File: src/hw/pwm_fault_consts.svh
// constants for the pwm gating and fault trigger block
// assumes word-aligned avalon byte addressing
`ifndef PWM_FAULT_CONSTS_SVH
`define PWM_FAULT_CONSTS_SVH
`define GEN_COUNT        4
`define FAULT_IN_COUNT   4
`define CMP_TRIG_COUNT   8
`define ADDR_WIDTH       8
// per generator block of 8 words, stride 0x20
`define GEN_STRIDE_SHIFT 5
`define OFF_GEN_CTRL     8'h00
`define OFF_MIN_PERIOD   8'h04
`define OFF_SEL_GROUP0   8'h08
`define OFF_SEL_GROUP1   8'h0C
`define OFF_STAT_GROUP0  8'h10
`define OFF_STAT_GROUP1  8'h14
`define OFF_COUNTER      8'h18
`define OFF_INT_STATUS   8'h80
`define OFF_INT_MASK     8'h84
`define OFF_FAULT_LIVE   8'h88
// control word fields
`define CTRL_ENABLE_BIT  0
`define CTRL_MINPER_BIT  1
`define CTRL_EXTSRC_BIT  2
`define CTRL_LATCH_BIT   3
`define CTRL_SENSE_LSB   4
`define RESET_WORD       32'h0000_0000
`define SEL0_RESET       4'h1
`endif

File: src/hw/pwm_fault_pkg.sv
// types shared by the pwm gating and fault trigger block
// assumes the constants header is included first
`include "pwm_fault_consts.svh"
package pwm_fault_pkg;
   // field order matches the control word, msb first
   typedef struct packed {
      logic [`FAULT_IN_COUNT-1:0] input_asserted_low;
      logic                       latch_mode;
      logic                       extended_fault_source_mode;
      logic                       min_fault_period_mode;
      logic                       enable;
   } gen_cfg_s;
   typedef struct packed {
      logic [`ADDR_WIDTH-1:0] address;
      logic                   read;
      logic                   write;
      logic [31:0]            writedata;
   } bus_req_s;
   typedef enum logic [1:0] {
      BUS_IDLE = 2'b00,
      BUS_DONE = 2'b01
   } bus_state_e;
endpackage : pwm_fault_pkg

File: src/hw/pwm_fault_trigger.sv
// pwm generator counter gating and fault trigger logic, avalon-mm slave
// assumes fault and comparator inputs synchronous to clk_sys_in
// Function
// RULE_01: a disabled generator holds its counter without touching the others.
// RULE_02: an enabled generator counter advances every pwm clock.
// RULE_03: each generator keeps a high or low sense bit for each of four fault inputs.
// RULE_04: an asserted fault keeps the fault active for at least the programmed cycles.
// RULE_05: the minimum period counts pwm clocks and applies only in min period mode.
// RULE_06: fault inputs are sense adjusted then ORed over the selected sources.
// RULE_07: without extended source mode only fault input zero feeds the fault.
// RULE_08: each generator holds a four bit input mask and an eight bit comparator mask.
// RULE_09: status reads return live triggers, or latched triggers in latch mode.
// RULE_10: a set status bit means the trigger is active or was latched active.
// RULE_11: latched triggers stay set until software clears them.
// RULE_12: software reads back both selection masks of each generator.
// RULE_13: the fault interrupt stays asserted while the minimum period runs.
// RULE_14: each module fault interrupt is the OR of that generator's configured triggers.
// RULE_15: a latch clear only touches the requested bits; set wins over clear.
//
// The address map and the Avalon-MM interface to the registers were decided locally.
`timescale 1ns/1ps
`include "pwm_fault_consts.svh"
module pwm_fault_trigger (
   input  wire logic                       clk_sys_in,
   input  wire logic                       rst_n_in,
   input  wire logic [`ADDR_WIDTH-1:0]     avs_address_in,
   input  wire logic                       avs_read_in,
   input  wire logic                       avs_write_in,
   input  wire logic [31:0]                avs_writedata_in,
   output logic      [31:0]                avs_readdata_out,
   output logic                            avs_waitrequest_out,
   input  wire logic [`FAULT_IN_COUNT-1:0] external_fault_input_in,
   input  wire logic [`CMP_TRIG_COUNT-1:0] digital_comparator_trigger_in,
   output logic      [`GEN_COUNT-1:0]      gen_fault_out,
   output logic      [63:0]                gen_counter_out,
   output logic                            irq_out
);
   localparam int NG = `GEN_COUNT;
   localparam int NF = `FAULT_IN_COUNT;
   localparam int NC = `CMP_TRIG_COUNT;

   // ==========================================================
   // state
   // ==========================================================
   pwm_fault_pkg::gen_cfg_s    cfg_ff      [NG];
   pwm_fault_pkg::gen_cfg_s    nxt_cfg     [NG];
   logic [15:0]                minper_ff   [NG];
   logic [15:0]                nxt_minper  [NG];
   logic [NF-1:0]              sel0_ff     [NG];
   logic [NF-1:0]              nxt_sel0    [NG];
   logic [NC-1:0]              sel1_ff     [NG];
   logic [NC-1:0]              nxt_sel1    [NG];
   logic [NF-1:0]              lat0_ff     [NG];
   logic [NF-1:0]              nxt_lat0    [NG];
   logic [NC-1:0]              lat1_ff     [NG];
   logic [NC-1:0]              nxt_lat1    [NG];
   logic [15:0]                cnt_ff      [NG];
   logic [15:0]                nxt_cnt     [NG];
   logic [15:0]                hold_ff     [NG];
   logic [15:0]                nxt_hold    [NG];
   logic [NG-1:0]              fault_ff;
   logic [NG-1:0]              nxt_fault;
   logic [NG-1:0]              ist_ff;
   logic [NG-1:0]              nxt_ist;
   logic [NG-1:0]              imask_ff;
   logic [NG-1:0]              nxt_imask;
   logic                       irq_ff;
   logic                       nxt_irq;
   logic [31:0]                rdata_ff;
   logic [31:0]                nxt_rdata;
   pwm_fault_pkg::bus_state_e  bus_ff;
   pwm_fault_pkg::bus_state_e  nxt_bus;
   logic                       wait_ff;
   logic                       nxt_wait;
   pwm_fault_pkg::bus_req_s    req;
   logic [NF-1:0]              adj_in      [NG];
   logic [NG-1:0]              raw_fault;

   // sense adjust: a set low-sense bit inverts the pin
   function automatic logic [NF-1:0] sense_adjust(input logic [NF-1:0] pins,
                                                  input logic [NF-1:0] low);
      sense_adjust = pins ^ low;
   endfunction : sense_adjust

   assign req = '{address: avs_address_in, read: avs_read_in,
                  write: avs_write_in, writedata: avs_writedata_in};

   // ==========================================================
   // fault source combining
   // ==========================================================
   always_comb
   begin
      for (int g = 0; g < NG; g++)
      begin
         adj_in[g] = sense_adjust(external_fault_input_in, cfg_ff[g].input_asserted_low); // [RULE_03] [RULE_06]
         if (cfg_ff[g].extended_fault_source_mode)
         begin
            raw_fault[g] = |(adj_in[g] & sel0_ff[g])
                         | |(digital_comparator_trigger_in & sel1_ff[g]); // [RULE_06] [RULE_08]
         end
         else
         begin
            raw_fault[g] = adj_in[g][0]; // [RULE_07]
         end
      end
   end

   // ==========================================================
   // bus, counters, latches, hold timers
   // ==========================================================
   always_comb
   begin
      logic [2:0]  gi;
      logic [7:0]  off;
      logic        in_gen;
      logic        take;
      logic        wr;
      logic        rd;
      logic [31:0] d;
      gi     = req.address[7:5];
      off    = {3'b000, req.address[4:0]};
      in_gen = (gi < 3'(NG));
      take   = (req.write || req.read) && (bus_ff == pwm_fault_pkg::BUS_IDLE);
      wr     = req.write && (bus_ff == pwm_fault_pkg::BUS_DONE);
      rd     = req.read && (bus_ff == pwm_fault_pkg::BUS_IDLE);
      d      = req.writedata;
      nxt_bus   = take ? pwm_fault_pkg::BUS_DONE : pwm_fault_pkg::BUS_IDLE;
      nxt_wait  = !take;
      nxt_rdata = rdata_ff;
      nxt_imask = imask_ff;
      nxt_ist   = ist_ff & ~((wr && req.address == `OFF_INT_STATUS) ? d[NG-1:0] : '0);
      nxt_ist   = nxt_ist | raw_fault | fault_ff; // [RULE_15] [RULE_13]
      if (wr && req.address == `OFF_INT_MASK)
      begin
         nxt_imask = d[NG-1:0];
      end
      for (int g = 0; g < NG; g++)
      begin
         nxt_cfg[g]    = cfg_ff[g];
         nxt_minper[g] = minper_ff[g];
         nxt_sel0[g]   = sel0_ff[g];
         nxt_sel1[g]   = sel1_ff[g];
         nxt_cnt[g]    = cfg_ff[g].enable ? cnt_ff[g] + 16'h0001 : cnt_ff[g]; // [RULE_01] [RULE_02]
         nxt_lat0[g]   = lat0_ff[g];
         nxt_lat1[g]   = lat1_ff[g];
         if (wr && in_gen && gi == 3'(g))
         begin
            case (off)
               `OFF_GEN_CTRL:    nxt_cfg[g]    = d[7:0];
               `OFF_MIN_PERIOD:  nxt_minper[g] = d[15:0];
               `OFF_SEL_GROUP0:  nxt_sel0[g]   = d[NF-1:0]; // [RULE_08]
               `OFF_SEL_GROUP1:  nxt_sel1[g]   = d[NC-1:0]; // [RULE_08]
               `OFF_STAT_GROUP0: nxt_lat0[g]   = lat0_ff[g] & ~d[NF-1:0]; // [RULE_15]
               `OFF_STAT_GROUP1: nxt_lat1[g]   = lat1_ff[g] & ~d[NC-1:0]; // [RULE_15]
               `OFF_COUNTER:     nxt_cnt[g]    = d[15:0];
               default:          nxt_cnt[g]    = nxt_cnt[g];
            endcase
         end
         // set wins over clear
         if (cfg_ff[g].latch_mode)
         begin
            nxt_lat0[g] = nxt_lat0[g] | adj_in[g]; // [RULE_11] [RULE_15]
            nxt_lat1[g] = nxt_lat1[g] | digital_comparator_trigger_in; // [RULE_11]
         end
         // minimum period hold timer
         if (raw_fault[g] && cfg_ff[g].min_fault_period_mode)
         begin
            nxt_hold[g] = minper_ff[g]; // [RULE_04] [RULE_05]
         end
         else if (hold_ff[g] != 16'h0000 && cfg_ff[g].min_fault_period_mode)
         begin
            nxt_hold[g] = hold_ff[g] - 16'h0001; // [RULE_05]
         end
         else
         begin
            nxt_hold[g] = 16'h0000;
         end
         nxt_fault[g] = raw_fault[g] || (nxt_hold[g] != 16'h0000); // [RULE_04] [RULE_14]
      end
      if (rd)
      begin
         nxt_rdata = 32'h0000_0000;
         if (in_gen)
         begin
            case (off)
               `OFF_GEN_CTRL:    nxt_rdata = {24'h00_0000, cfg_ff[gi[1:0]]};
               `OFF_MIN_PERIOD:  nxt_rdata = {16'h0000, minper_ff[gi[1:0]]};
               `OFF_SEL_GROUP0:  nxt_rdata = {28'h000_0000, sel0_ff[gi[1:0]]}; // [RULE_12]
               `OFF_SEL_GROUP1:  nxt_rdata = {24'h00_0000, sel1_ff[gi[1:0]]}; // [RULE_12]
               `OFF_STAT_GROUP0: nxt_rdata = {28'h000_0000, cfg_ff[gi[1:0]].latch_mode
                                    ? lat0_ff[gi[1:0]] : adj_in[gi[1:0]]}; // [RULE_09] [RULE_10]
               `OFF_STAT_GROUP1: nxt_rdata = {24'h00_0000, cfg_ff[gi[1:0]].latch_mode
                                    ? lat1_ff[gi[1:0]] : digital_comparator_trigger_in}; // [RULE_09]
               `OFF_COUNTER:     nxt_rdata = {16'h0000, cnt_ff[gi[1:0]]};
               default:          nxt_rdata = 32'h0000_0000;
            endcase
         end
         else if (req.address == `OFF_INT_STATUS)
         begin
            nxt_rdata = {28'h000_0000, ist_ff};
         end
         else if (req.address == `OFF_INT_MASK)
         begin
            nxt_rdata = {28'h000_0000, imask_ff};
         end
         else if (req.address == `OFF_FAULT_LIVE)
         begin
            nxt_rdata = {28'h000_0000, fault_ff};
         end
      end
      nxt_irq = |(nxt_ist & nxt_imask); // [RULE_13]
   end

   always_ff @(posedge clk_sys_in or negedge rst_n_in)
   begin
      if (!rst_n_in)
      begin
         for (int g = 0; g < NG; g++)
         begin
            cfg_ff[g]    <= '0;
            minper_ff[g] <= 16'h0000;
            sel0_ff[g]   <= `SEL0_RESET;
            sel1_ff[g]   <= 8'h00;
            lat0_ff[g]   <= 4'h0;
            lat1_ff[g]   <= 8'h00;
            cnt_ff[g]    <= 16'h0000;
            hold_ff[g]   <= 16'h0000;
         end
         fault_ff <= 4'h0;
         ist_ff   <= 4'h0;
         imask_ff <= 4'h0;
         irq_ff   <= 1'b0;
         rdata_ff <= `RESET_WORD;
         bus_ff   <= pwm_fault_pkg::BUS_IDLE;
         wait_ff  <= 1'b1;
      end
      else
      begin
         cfg_ff    <= nxt_cfg;
         minper_ff <= nxt_minper;
         sel0_ff   <= nxt_sel0;
         sel1_ff   <= nxt_sel1;
         lat0_ff   <= nxt_lat0;
         lat1_ff   <= nxt_lat1;
         cnt_ff    <= nxt_cnt;
         hold_ff   <= nxt_hold;
         fault_ff  <= nxt_fault;
         ist_ff    <= nxt_ist;
         imask_ff  <= nxt_imask;
         irq_ff    <= nxt_irq;
         rdata_ff  <= nxt_rdata;
         bus_ff    <= nxt_bus;
         wait_ff   <= nxt_wait;
      end
   end

   assign avs_readdata_out    = rdata_ff;
   assign avs_waitrequest_out = wait_ff;
   assign gen_fault_out       = fault_ff;
   assign gen_counter_out     = {cnt_ff[3], cnt_ff[2], cnt_ff[1], cnt_ff[0]};
   assign irq_out             = irq_ff;

   // ==========================================================
   // checks
   // ==========================================================
   hold_counter_a: assert property (@(posedge clk_sys_in) disable iff (!rst_n_in) // [RULE_01]
      !cfg_ff[0].enable && !(req.write && bus_ff == pwm_fault_pkg::BUS_DONE)
      |=> $stable(cnt_ff[0])) else $error("disabled counter moved");
   run_counter_a: assert property (@(posedge clk_sys_in) disable iff (!rst_n_in) // [RULE_02]
      cfg_ff[2].enable && !req.write |=> cnt_ff[2] == $past(cnt_ff[2]) + 16'h0001)
      else $error("enabled counter stalled");
   legacy_src_a: assert property (@(posedge clk_sys_in) disable iff (!rst_n_in) // [RULE_07]
      !cfg_ff[0].extended_fault_source_mode && !cfg_ff[0].min_fault_period_mode
      |=> fault_ff[0] == ($past(external_fault_input_in[0])
                          ^ $past(cfg_ff[0].input_asserted_low[0])))
      else $error("legacy fault source wrong");
   or_sources_a: assert property (@(posedge clk_sys_in) disable iff (!rst_n_in) // [RULE_06]
      cfg_ff[2].extended_fault_source_mode && |(digital_comparator_trigger_in & sel1_ff[2])
      |=> fault_ff[2]) else $error("selected trigger ignored");
   min_hold_a: assert property (@(posedge clk_sys_in) disable iff (!rst_n_in) // [RULE_04]
      raw_fault[3] && cfg_ff[3].min_fault_period_mode && minper_ff[3] > 16'h0002
      && !req.write |=> fault_ff[3] [*2]) else $error("fault released early");
   latch_keep_a: assert property (@(posedge clk_sys_in) disable iff (!rst_n_in) // [RULE_11]
      cfg_ff[1].latch_mode && lat0_ff[1][2] && !req.write |=> lat0_ff[1][2])
      else $error("latched trigger lost");
   irq_level_a: assert property (@(posedge clk_sys_in) disable iff (!rst_n_in) // [RULE_13]
      fault_ff[3] && imask_ff[3] && !req.write |=> irq_out) else $error("fault irq not raised");
   bus_answer_a: assert property (@(posedge clk_sys_in) disable iff (!rst_n_in) // bus answer timing of the locally decided Avalon-MM interface
      (req.read || req.write) && avs_waitrequest_out |=> !avs_waitrequest_out)
      else $error("bus answer late");
   live_status_a: assert property (@(posedge clk_sys_in) disable iff (!rst_n_in) // [RULE_09]
      req.read && bus_ff == pwm_fault_pkg::BUS_IDLE && req.address == `OFF_STAT_GROUP1
      && !cfg_ff[0].latch_mode |=> avs_readdata_out == {24'h00_0000, $past(digital_comparator_trigger_in)});
   mask_readback_a: assert property (@(posedge clk_sys_in) disable iff (!rst_n_in) // [RULE_12]
      req.read && bus_ff == pwm_fault_pkg::BUS_IDLE && req.address[7:5] == 3'd2
      && req.address[4:0] == 5'(`OFF_SEL_GROUP1) |=> avs_readdata_out[7:0] == $past(sel1_ff[2]));
   latch_clear_a: assert property (@(posedge clk_sys_in) disable iff (!rst_n_in) // [RULE_15]
      req.write && bus_ff == pwm_fault_pkg::BUS_DONE && req.address[7:5] == 3'd1
      && req.address[4:0] == 5'(`OFF_STAT_GROUP0)
      |=> ($past(lat0_ff[1]) & ~$past(req.writedata[3:0]) & ~lat0_ff[1]) == 4'h0)
      else $error("unselected latch bit cleared");
   latch_capture_a: assert property (@(posedge clk_sys_in) disable iff (!rst_n_in) // [RULE_11]
      cfg_ff[1].latch_mode && adj_in[1][0] |=> lat0_ff[1][0])
      else $error("active trigger not latched");
   sense_low_a: assert property (@(posedge clk_sys_in) disable iff (!rst_n_in) // [RULE_03]
      cfg_ff[1].extended_fault_source_mode && sel0_ff[1][0] && cfg_ff[1].input_asserted_low[0]
      && !external_fault_input_in[0] |=> fault_ff[1]) else $error("low sense fault missed");
   min_off_a: assert property (@(posedge clk_sys_in) disable iff (!rst_n_in) // [RULE_05]
      !cfg_ff[3].min_fault_period_mode |=> fault_ff[3] == $past(raw_fault[3]))
      else $error("fault held without min period mode");
   int_sticky_a: assert property (@(posedge clk_sys_in) disable iff (!rst_n_in) // [RULE_14]
      raw_fault[2] |=> ist_ff[2])
      else $error("fault interrupt status not set");
endmodule : pwm_fault_trigger

File: config.mk
export PLATFORM = sky130hd
export DESIGN_NAME = pwm_fault_trigger
export DESIGN_NICKNAME = d
export VERILOG_FILES = /design/src/hw/pwm_fault_pkg.sv /design/src/hw/pwm_fault_trigger.sv
export VERILOG_INCLUDE_DIRS = /design/src /design/src/hw
export SDC_FILE = /design/constraint.sdc
export NUM_CORES = 1
export LEC_CHECK = 0
export BUFFER_PORTS_ARGS = -buffer_cell sky130_fd_sc_hd__buf_4
export CORE_MARGIN = 2
export CORE_UTILIZATION = 50
export DETAILED_ROUTE_END_ITERATION = 10
export GPL_ROUTABILITY_DRIVEN = 0
export PLACE_DENSITY = 0.67
export SYNTH_ARGS = -nofsm -noshare
export SYNTH_HDL_FRONTEND = slang
export SYNTH_SLANG_ARGS = --single-unit
File: constraint.sdc
create_clock -name clk_sys_in -period 7.46 [get_ports clk_sys_in]
set_input_delay 1.492 -clock clk_sys_in [delete_from_list [all_inputs] [get_ports clk_sys_in]]
set_output_delay 1.492 -clock clk_sys_in [all_outputs]
set_load 0.02 [all_outputs]
==> results_dict.tcl, run 1 <==
set metrics [dict create \
    timing.hold.ws_ps 482.1 \
    htreeDepth 2 \
    seqPwrFrac_pct 43.3 \
    yosysTopAreaCellShare_pct 46.61 \
    start_kind "input pin" \
    fp-row-count 70 \
    ir_drop_v 0.0002324 \
    worstSetupStartpoint "avs_address_in[5]" \
    num_io_pins 158 \
    routedWlPerCell_um 24.16 \
    r2r_start "hold_ff[54]" \
    drc 0 \
    clkPwrFrac_pct 33.0 \
    min_period_over_period_pct 51.00 \
    ys_seq_area_share_pct 47.31 \
    cts.sinks 351 \
    grt_setup_unrepaired "no" \
    syn_area_per_cell_um2 10.99 \
    synth_area_mm2 0.01858 \
    hold_viol 0 \
    min_to "avs_readdata_out[12]" \
    hp-class "flip-flop to flip-flop" \
    totalPowerFinal_mw 5.921 \
    synth_area_leader_cell "dfrtp_1" \
    die_h_um 196.8 \
    fin_setup_tns_ps 0 \
    switchingPower_mw 1.924 \
    ctsLongestPathBuffers 3 \
    whs_path_depth 2 \
    clk_latency_ps 540 \
    fin_worst_skew_ps 17.73 \
    status "complete, no violations" \
    synthToLayoutAreaGrowth_pct 13.23 \
    timing.rr.end "hold_ff[52]" \
    r2r_cells 6 \
    synthesis.instances 1690 \
    cts_setup_buffers 0 \
    comb_power_share_pct 23.7 \
    synthFlopType "dfrtp_1" \
    layout_min_cycle_time_ps 3805 \
    yosysUniqueCellTypes 71 \
    path_clk_slew_ps 60 \
    design_area_mm2 0.02104 \
    clock.fmax_mhz 262.8 \
    ant_nets 0 \
    multi_input_area_mm2 0.009201 \
    p_leak_nw 9.204 \
    worstMarginPinSlew_ps 1358 \
    finalWorstSetupSlack_ps 3655 \
    yosys_warnings 0 \
    cts_tree "yes" \
    vias 14350 \
    viasPerCell 6.361 \
    finalSetupViolCount 0 \
    hold_path_startpoint "avs_readdata_out[12]" \
    cts_resized 0 \
    nNetsFinal 1821 \
    arrival_ps 4220 \
    antenna_found_initial 1 \
    powerDensity_mw_per_mm2 281.5 \
    first_pass_iters 5 \
    preCtsSetupSlack_ps 3024 \
    root_buffer "clkbuf_16" \
    reg2reg_slack_ps 4430 \
    num_antenna_cells 0 \
    portBuffers 125 \
    synth.most_common_cell "dfrtp_1" \
    start_util_pct 50.75 \
    routed_wl_um 54490 \
    grt_overflow 0 \
    async_flop_share_pct 100.0 \
    drtIter0Drc 1358 \
    end_kind "flip-flop" \
    sw_frac_of_total_pct 32.49 \
    stdcell_count 2255 \
    maxCapViolCount 0 \
    grt_usage_pct 28.55 \
    grt_max_degree 149 \
    crit_type "input pin to flip-flop" \
    cp.required_ps 7870 \
    critPathMaxFanout 36 \
    placed_cells 2185 \
    p_int_mw 3.997 \
    hpwlAfterDp_um 38100 \
    drive_above_1_share_pct 24.96 \
    dpl_cell_area_mm2 0.01974 \
    regArea_mm2 0.008790 \
    grt_pass1_wl_um 84710 \
    drv_slew 0 \
    fill_cells 3080 \
    core_area_mm2 0.03661 \
    synth_commonest_cells "dfrtp_1 (346), nand2_1 (201), mux2_2 (150), clkbuf_1 (96), o21ai_0 (96)" \
    utilization_pct 57.46 \
    die_w_um 196.8 \
    first_global_vias 14190 \
    synth-edff-count 0 \
    die-area_mm2 0.03871 \
    synth-seq-cells 351 \
    cts_buffers 38 \
    cts_hold_buf 0 \
    synth_area_leaders "dfrtp_1 (47%), mux2_2 (9.1%), mux4_2 (7.8%), nand2_1 (4.1%), xor2_1 (3.5%)" \
    maxSlewHeadroom_pct 8.960 \
]
[sequential cells by signal, indices dropped and copies added, names as in the netlist]
name	flops
minper_ff	64
imask_ff	4
bus_ff	1
avs_readdata_out	16
lat1_ff	32
lat0_ff	16
gen_fault_out	4
sel1_ff	32
cfg_ff	32
ist_ff	4
sel0_ff	16
gen_counter_out	64
avs_waitrequest_out	1
hold_ff	64
irq_out	1
[cell type report]
type,count,share of cell area (%)
multi-input combinational,1203,43.74
sequential,351,41.79
clock buffer,57,5.448
timing repair buffer,142,5.163
tap,468,2.784
clock inverter,13,0.7019
inverter,21,0.3747
[layout by cell type, fill, tap and decap left out, types with 20 or more instances in the layout]
cell	n
a22oi_1	33
mux2_2	150
buf_4	140
a21oi_1	46
o31ai_1	33
clkbuf_16	41
xnor2_1	58
a22o_1	52
dfrtp_1	346
xor2_1	75
nand2_1	201
o21ai_0	96
nand3_1	53
inv_1	20
nor3_1	31
nor2_1	85
mux4_2	64
nor4_1	20
[power groups by stage]
stage	clock network (mW)	registers [mW]	logic, mW
2_1_floorplan	0	2.63	0.739
3_3_place_gp	0	2.57	1.37
3_5_place_dp	0	2.58	1.40
5_1_grt	2.05	2.60	1.51
6_report	1.95	2.56	1.41
4_1_cts	1.98	2.55	1.40
[metal layers]
layer | routed length [um] | GRT usage (%)
met1 | 23740 | 41.43
met2 | 24820 | 43.62
met3 | 4308 | 5.510
met4 | 1610 | 8.995
met5 | 13 | 0
[worst max-delay path, cell delays in order]
cell,delay (ps)
buf_4,510
buf_4,690
mux4_2,680
xor2_1,170
mux2_2,270
a211oi_1,280
o21ai_0,110
[worst max-delay path by stage]
stage	endpoint	slack, ps	depth (start not counted)
floorplan	gen_fault_out[3]	3840	9
global placement	avs_readdata_out[3]	3050	7
detailed placement	avs_readdata_out[3]	3020	7
CTS	avs_readdata_out[3]	3590	7
global route	avs_readdata_out[3]	3430	7
finish	avs_readdata_out[3]	3660	7
[kinds of logic after synthesis]
family          Yosys count  share of synthesized area (%)
xor+xnor                133                          6.270
buf+inv                 151                          3.489
fa+ha+maj                 8                         0.5388
compound gates          318                          11.82
flops                   351                          47.31
simple gates            501                          13.00
other cells               1                        0.02019
mux                     227                          17.55
Power figures use the tool's default switching activity.
==> run 2, diff against run 1 <==
- clock period: 7.46 -> 3.55 ns (I/O delays scaled with it)
==> run 2 against run 1 <==
Compared with the run above:
- non-clock buffer count up 26
- highest routed layer is now met4
- critical path type is now flip-flop to flip-flop
- wire length up 2.2%
- core utilization increased by 1.0 points
==> results_dict.tcl, run 2 (same netlist as run 1, synthesis figures left out) <==
set metrics [dict create \
    status "complete, no violations" \
    hp-class "input pin to async pin" \
    r2r_cells 7 \
    die-area_mm2 0.03871 \
    grt_max_degree 110 \
    viasPerCell 6.346 \
    ir_drop_v 0.0004757 \
    critPathMaxFanout 12 \
    powerDensity_mw_per_mm2 596.2 \
    layout_min_cycle_time_ps 2790 \
    min_period_over_period_pct 78.58 \
    grt_pass1_wl_um 86610 \
    drc 0 \
    num_io_pins 158 \
    maxCapViolCount 0 \
    drive_above_1_share_pct 26.39 \
    stdcell_count 2283 \
    placed_cells 2211 \
    mostFrequentLayoutCells "dfrtp_1 (346), nand2_1 (201), buf_4 (161), mux2_2 (150), o21ai_0 (96)" \
    drtIter0Drc 1308 \
    finalSetupViolCount 0 \
    synthToLayoutAreaGrowth_pct 15.20 \
    arrival_ps 3190 \
    start_kind "flip-flop" \
    root_buffer "clkbuf_16" \
    ctsLongestPathBuffers 3 \
    die_w_um 196.8 \
    fin_setup_tns_ps 0 \
    cts_tree "yes" \
    nNetsFinal 1848 \
    grt_usage_pct 29.12 \
    routedWlPerCell_um 24.38 \
    htreeDepth 2 \
    cts.sinks 351 \
    path_clk_slew_ps 60 \
    fp-row-count 70 \
    crit_type "flip-flop to flip-flop" \
    hpwlAfterDp_um 38980 \
    clk_latency_ps 550 \
    maxSlewHeadroom_pct 36.92 \
    vias 14490 \
    start_util_pct 50.75 \
    portBuffers 125 \
    die_h_um 196.8 \
    grt_overflow 0 \
    drv_slew 0 \
    clock.fmax_mhz 358.5 \
    antenna_found_initial 0 \
    cts_buffers 39 \
    cts_hold_buf 0 \
    p_leak_nw 9.410 \
    num_antenna_cells 0 \
    cts_resized 0 \
    first_global_vias 14470 \
    ant_nets 0 \
    fin_worst_skew_ps 16.02 \
    layout_commonest_cell "dfrtp_1" \
    hold_viol 0 \
    end_kind "flip-flop" \
    cp.required_ps 3950 \
    grt_setup_unrepaired "no" \
    worstMarginPinSlew_ps 939.0 \
    cts_setup_buffers 0 \
    first_pass_iters 7 \
    core_area_mm2 0.03661 \
    routed_wl_um 55670 \
]
-- run 2: stage by stage --
stage	area, um2	setup WS (ps)	util, %	hold slack, ps	power, mW
global route	21400	663.9	58.46	71.79	13.28
CTS	21400	795.8	58.46	61.60	12.77
detailed placement	20000	441.2	54.63	476.6	8.379
finish	21400	760.3	58.46	56.53	12.76
global placement	20000	489.2	54.63	471.3	8.290
floorplan	18630	716.4	-	414.4	7.081
-- run 2: final timing paths --
| check | start | end | slack (ps) |
|---|---|---|---|
| max reg2reg | hold_ff[18] | gen_fault_out[2] | 760 |
| min reg2reg | avs_readdata_out[15] | avs_readdata_out[15] | 480 |
| min in group clk_sys_in | avs_writedata_in[8] | gen_counter_out[8] | 470 |
| max in group asynchronous | rst_n_in | gen_counter_out[36] | 2520 |
| max | hold_ff[18] | gen_fault_out[2] | 760 |
| min | rst_n_in | gen_fault_out[2] | 60 |
-- run 2: worst max-delay path, cell delays in order, from the launching register on --
cell     delay (ps)
dfrtp_1         440
nor3_1          530
nand4_1         360
o41ai_2         290
buf_4           230
or2_2           210
a21oi_1          70
or4_1           520
-- run 2: power by group --
group	switching, mW	internal, mW	total [mW]
combinational	1.61	1.37	2.99
clock	1.71	2.69	4.39
sequential	0.793	4.59	5.38
total	4.11	8.65	12.8
-- run 2: routing by layer --
metal / wire, um / track usage [%] / share of wire (%) / up-vias
met4: 1588 / 9.607 / 2.9 / 0
li1: - / - / - / 6351
met5: 0 / 0 / 0 / -
met2: 25120 / 43.97 / 45 / 703
met1: 24310 / 42.51 / 44 / 7349
met3: 4642 / 5.647 / 8.3 / 86
-- run 2: cell type report --
cell class,instances,area (um2)
flip-flops and latches,351,8790
multi-input cells,1203,9201
fillers,3003,15210
repair buffers,168,1344
inverters,21,78.83
clock buffers,57,1185
well taps,468,585.6
clock inverters,15,217.7
==> run 3, diff against run 2 <==
- clock period: 3.55 -> 2.6 ns (I/O delays scaled with it)
==> run 3 against run 2 <==
Compared with the run above:
- critical path depth down 1
- sequential cell count unchanged
- hold slack better by 210 ps
==> results_dict.tcl, run 3 (same netlist as run 1, synthesis figures left out) <==
set metrics [dict create \
    status "complete, no violations" \
    drv_slew 0 \
    cts_buffers 39 \
    maxSlewHeadroom_pct 61.56 \
    die_w_um 196.8 \
    critical_path_buf_inv_count 0 \
    vias 14800 \
    switchingPower_mw 5.582 \
    start_util_pct 50.75 \
    die-area_mm2 0.03871 \
    root_buffer "clkbuf_16" \
    num_antenna_cells 0 \
    cp_common_cell "or4_4" \
    hp-class "input pin to flip-flop" \
    hpwlAfterDp_um 40410 \
    fill_cells 3046 \
    end_kind "flip-flop" \
    comb_power_share_pct 24.3 \
    worstSetupPathDepth 6 \
    ctsLongestPathBuffers 3 \
    drc 0 \
    path_cells "or4_4 > or4_4 > o31ai_4 > or2_1 > a41oi_2 > or4_4" \
    viasPerCell 6.293 \
    cts_tree "yes" \
    worstMarginPinSlew_ps 576.6 \
    totalPowerFinal_mw 17.18 \
    finalSetupViolCount 0 \
    sw_frac_of_total_pct 32.49 \
    reg2reg_slack_ps 50 \
    p_leak_nw 9.760 \
    path_clk_slew_ps 60 \
    portBuffers 125 \
    powerDensity_mw_per_mm2 780.7 \
    synthToLayoutAreaGrowth_pct 18.45 \
    cts.sinks 351 \
    ir_drop_v 0.0006197 \
    grt_usage_pct 29.47 \
    hold_viol 0 \
    grt_pass1_wl_um 87480 \
    first_global_vias 14610 \
    fin_setup_tns_ps 0 \
    crit_type "flip-flop to flip-flop" \
    die_h_um 196.8 \
    grt_setup_unrepaired "yes" \
    ant_nets 0 \
    antenna_found_initial 0 \
    maxCapViolCount 0 \
    fin_worst_skew_ps 14.77 \
    multi_input_area_mm2 0.009230 \
    clock.fmax_mhz 392.3 \
    min_period_over_period_pct 98.05 \
    cts_setup_buffers 0 \
    htreeDepth 2 \
    cp_top_family "simple AND/OR/NAND/NOR gates" \
    whs_path_depth 3 \
    mostFrequentLayoutCells "dfrtp_1 (346), buf_4 (220), nand2_1 (201), mux2_2 (150), o21ai_0 (95)" \
    layout_min_cycle_time_ps 2549 \
    routedWlPerCell_um 23.91 \
    arrival_ps 2960 \
    drive_above_1_share_pct 29.03 \
    worst_path_max_delay_cell "or4_4" \
    regArea_mm2 0.008790 \
    clk_latency_ps 540 \
    r2r_cells 6 \
    start_kind "flip-flop" \
    cp.required_ps 3010 \
    grt_max_degree 71 \
    clkPwrFrac_pct 33.0 \
    num_io_pins 158 \
    grt_overflow 0 \
    nNetsFinal 1918 \
    drtIter0Drc 1455 \
    p_int_mw 11.60 \
    routed_wl_um 56230 \
    max_stage_delay_ps 540 \
    fp-row-count 70 \
    layout_commonest_cell "dfrtp_1" \
    first_pass_iters 8 \
    seqPwrFrac_pct 42.7 \
    core_area_mm2 0.03661 \
    critPathMaxFanout 5 \
]
## run 3: cell count changes in the layout (fill, tap and decap cells not counted), sizes merged
cell	change
buf	+69
bufinv	-2
clkinv	+1
clkinvlp	-1
dlygate4sd3	+1
inv	+1
## run 3: cell type report
class	count	share of cell area, %
well taps	468	2.661
multi-input cells	1203	41.95
clock buffers	57	5.203
flip-flops and latches	351	39.94
clock inverters	14	0.8131
repair buffers	238	9.075
inverters	21	0.3582
## run 3: power by group through the flow
stage / Sequential (mW) / Clock [mW] / Combinational, mW
detailed placement: 7.38 / 0 / 4.14
global placement: 7.35 / 0 / 4.06
finish: 7.33 / 5.67 / 4.17
global route: 7.45 / 5.99 / 4.49
floorplan: 7.55 / 0 / 2.12
CTS: 7.31 / 5.74 / 4.16
## run 3: tightest hold or removal path: cells and delay by family
family	cells	cell delay [ps]
buffers and inverters	1	140
AO/OA/AOI/OAI	1	60
AND/OR/NAND/NOR	1	50
## run 3: worst paths after layout
check,from,end
setup / recovery,hold_ff[6],gen_fault_out[3]
hold / removal,avs_writedata_in[9],gen_counter_out[25]
setup reg to reg,hold_ff[6],gen_fault_out[3]
hold reg to reg,avs_readdata_out[14],avs_readdata_out[14]
max in group asynchronous,rst_n_in,sel0_ff[0]
min in group asynchronous,rst_n_in,hold_ff[18]
## run 3: metrics by stage
stage               std cells  worst slack [ps]  utilization, %  hold slack [ps]  area, um2
CTS                      2352             37.19           60.05            244.0      21980
global placement         2280            -52.38           56.38            473.8      20640
detailed placement       2280            -91.48           56.38            479.6      20640
floorplan                1705             16.08               -            224.4      18640
global route             2352            -9.933           60.11            271.3      22000
finish                   2352             50.74           60.11            267.2      22000
## run 3: repair_timing
item	4_1_cts	5_1_grt
hold buffers	1	0
endpoints found under the hold margin	54	0
gates resized for setup	2	5
endpoints found under the setup margin	1	3
## run 3: metal layers
metal	part of all wire (%)	track usage (%)	vias up
met3	8.4	5.287	115
met1	43	43.25	7535
met2	46	45.26	651
li1	-	-	6499
met5	0	0	-
met4	2.7	8.299	0
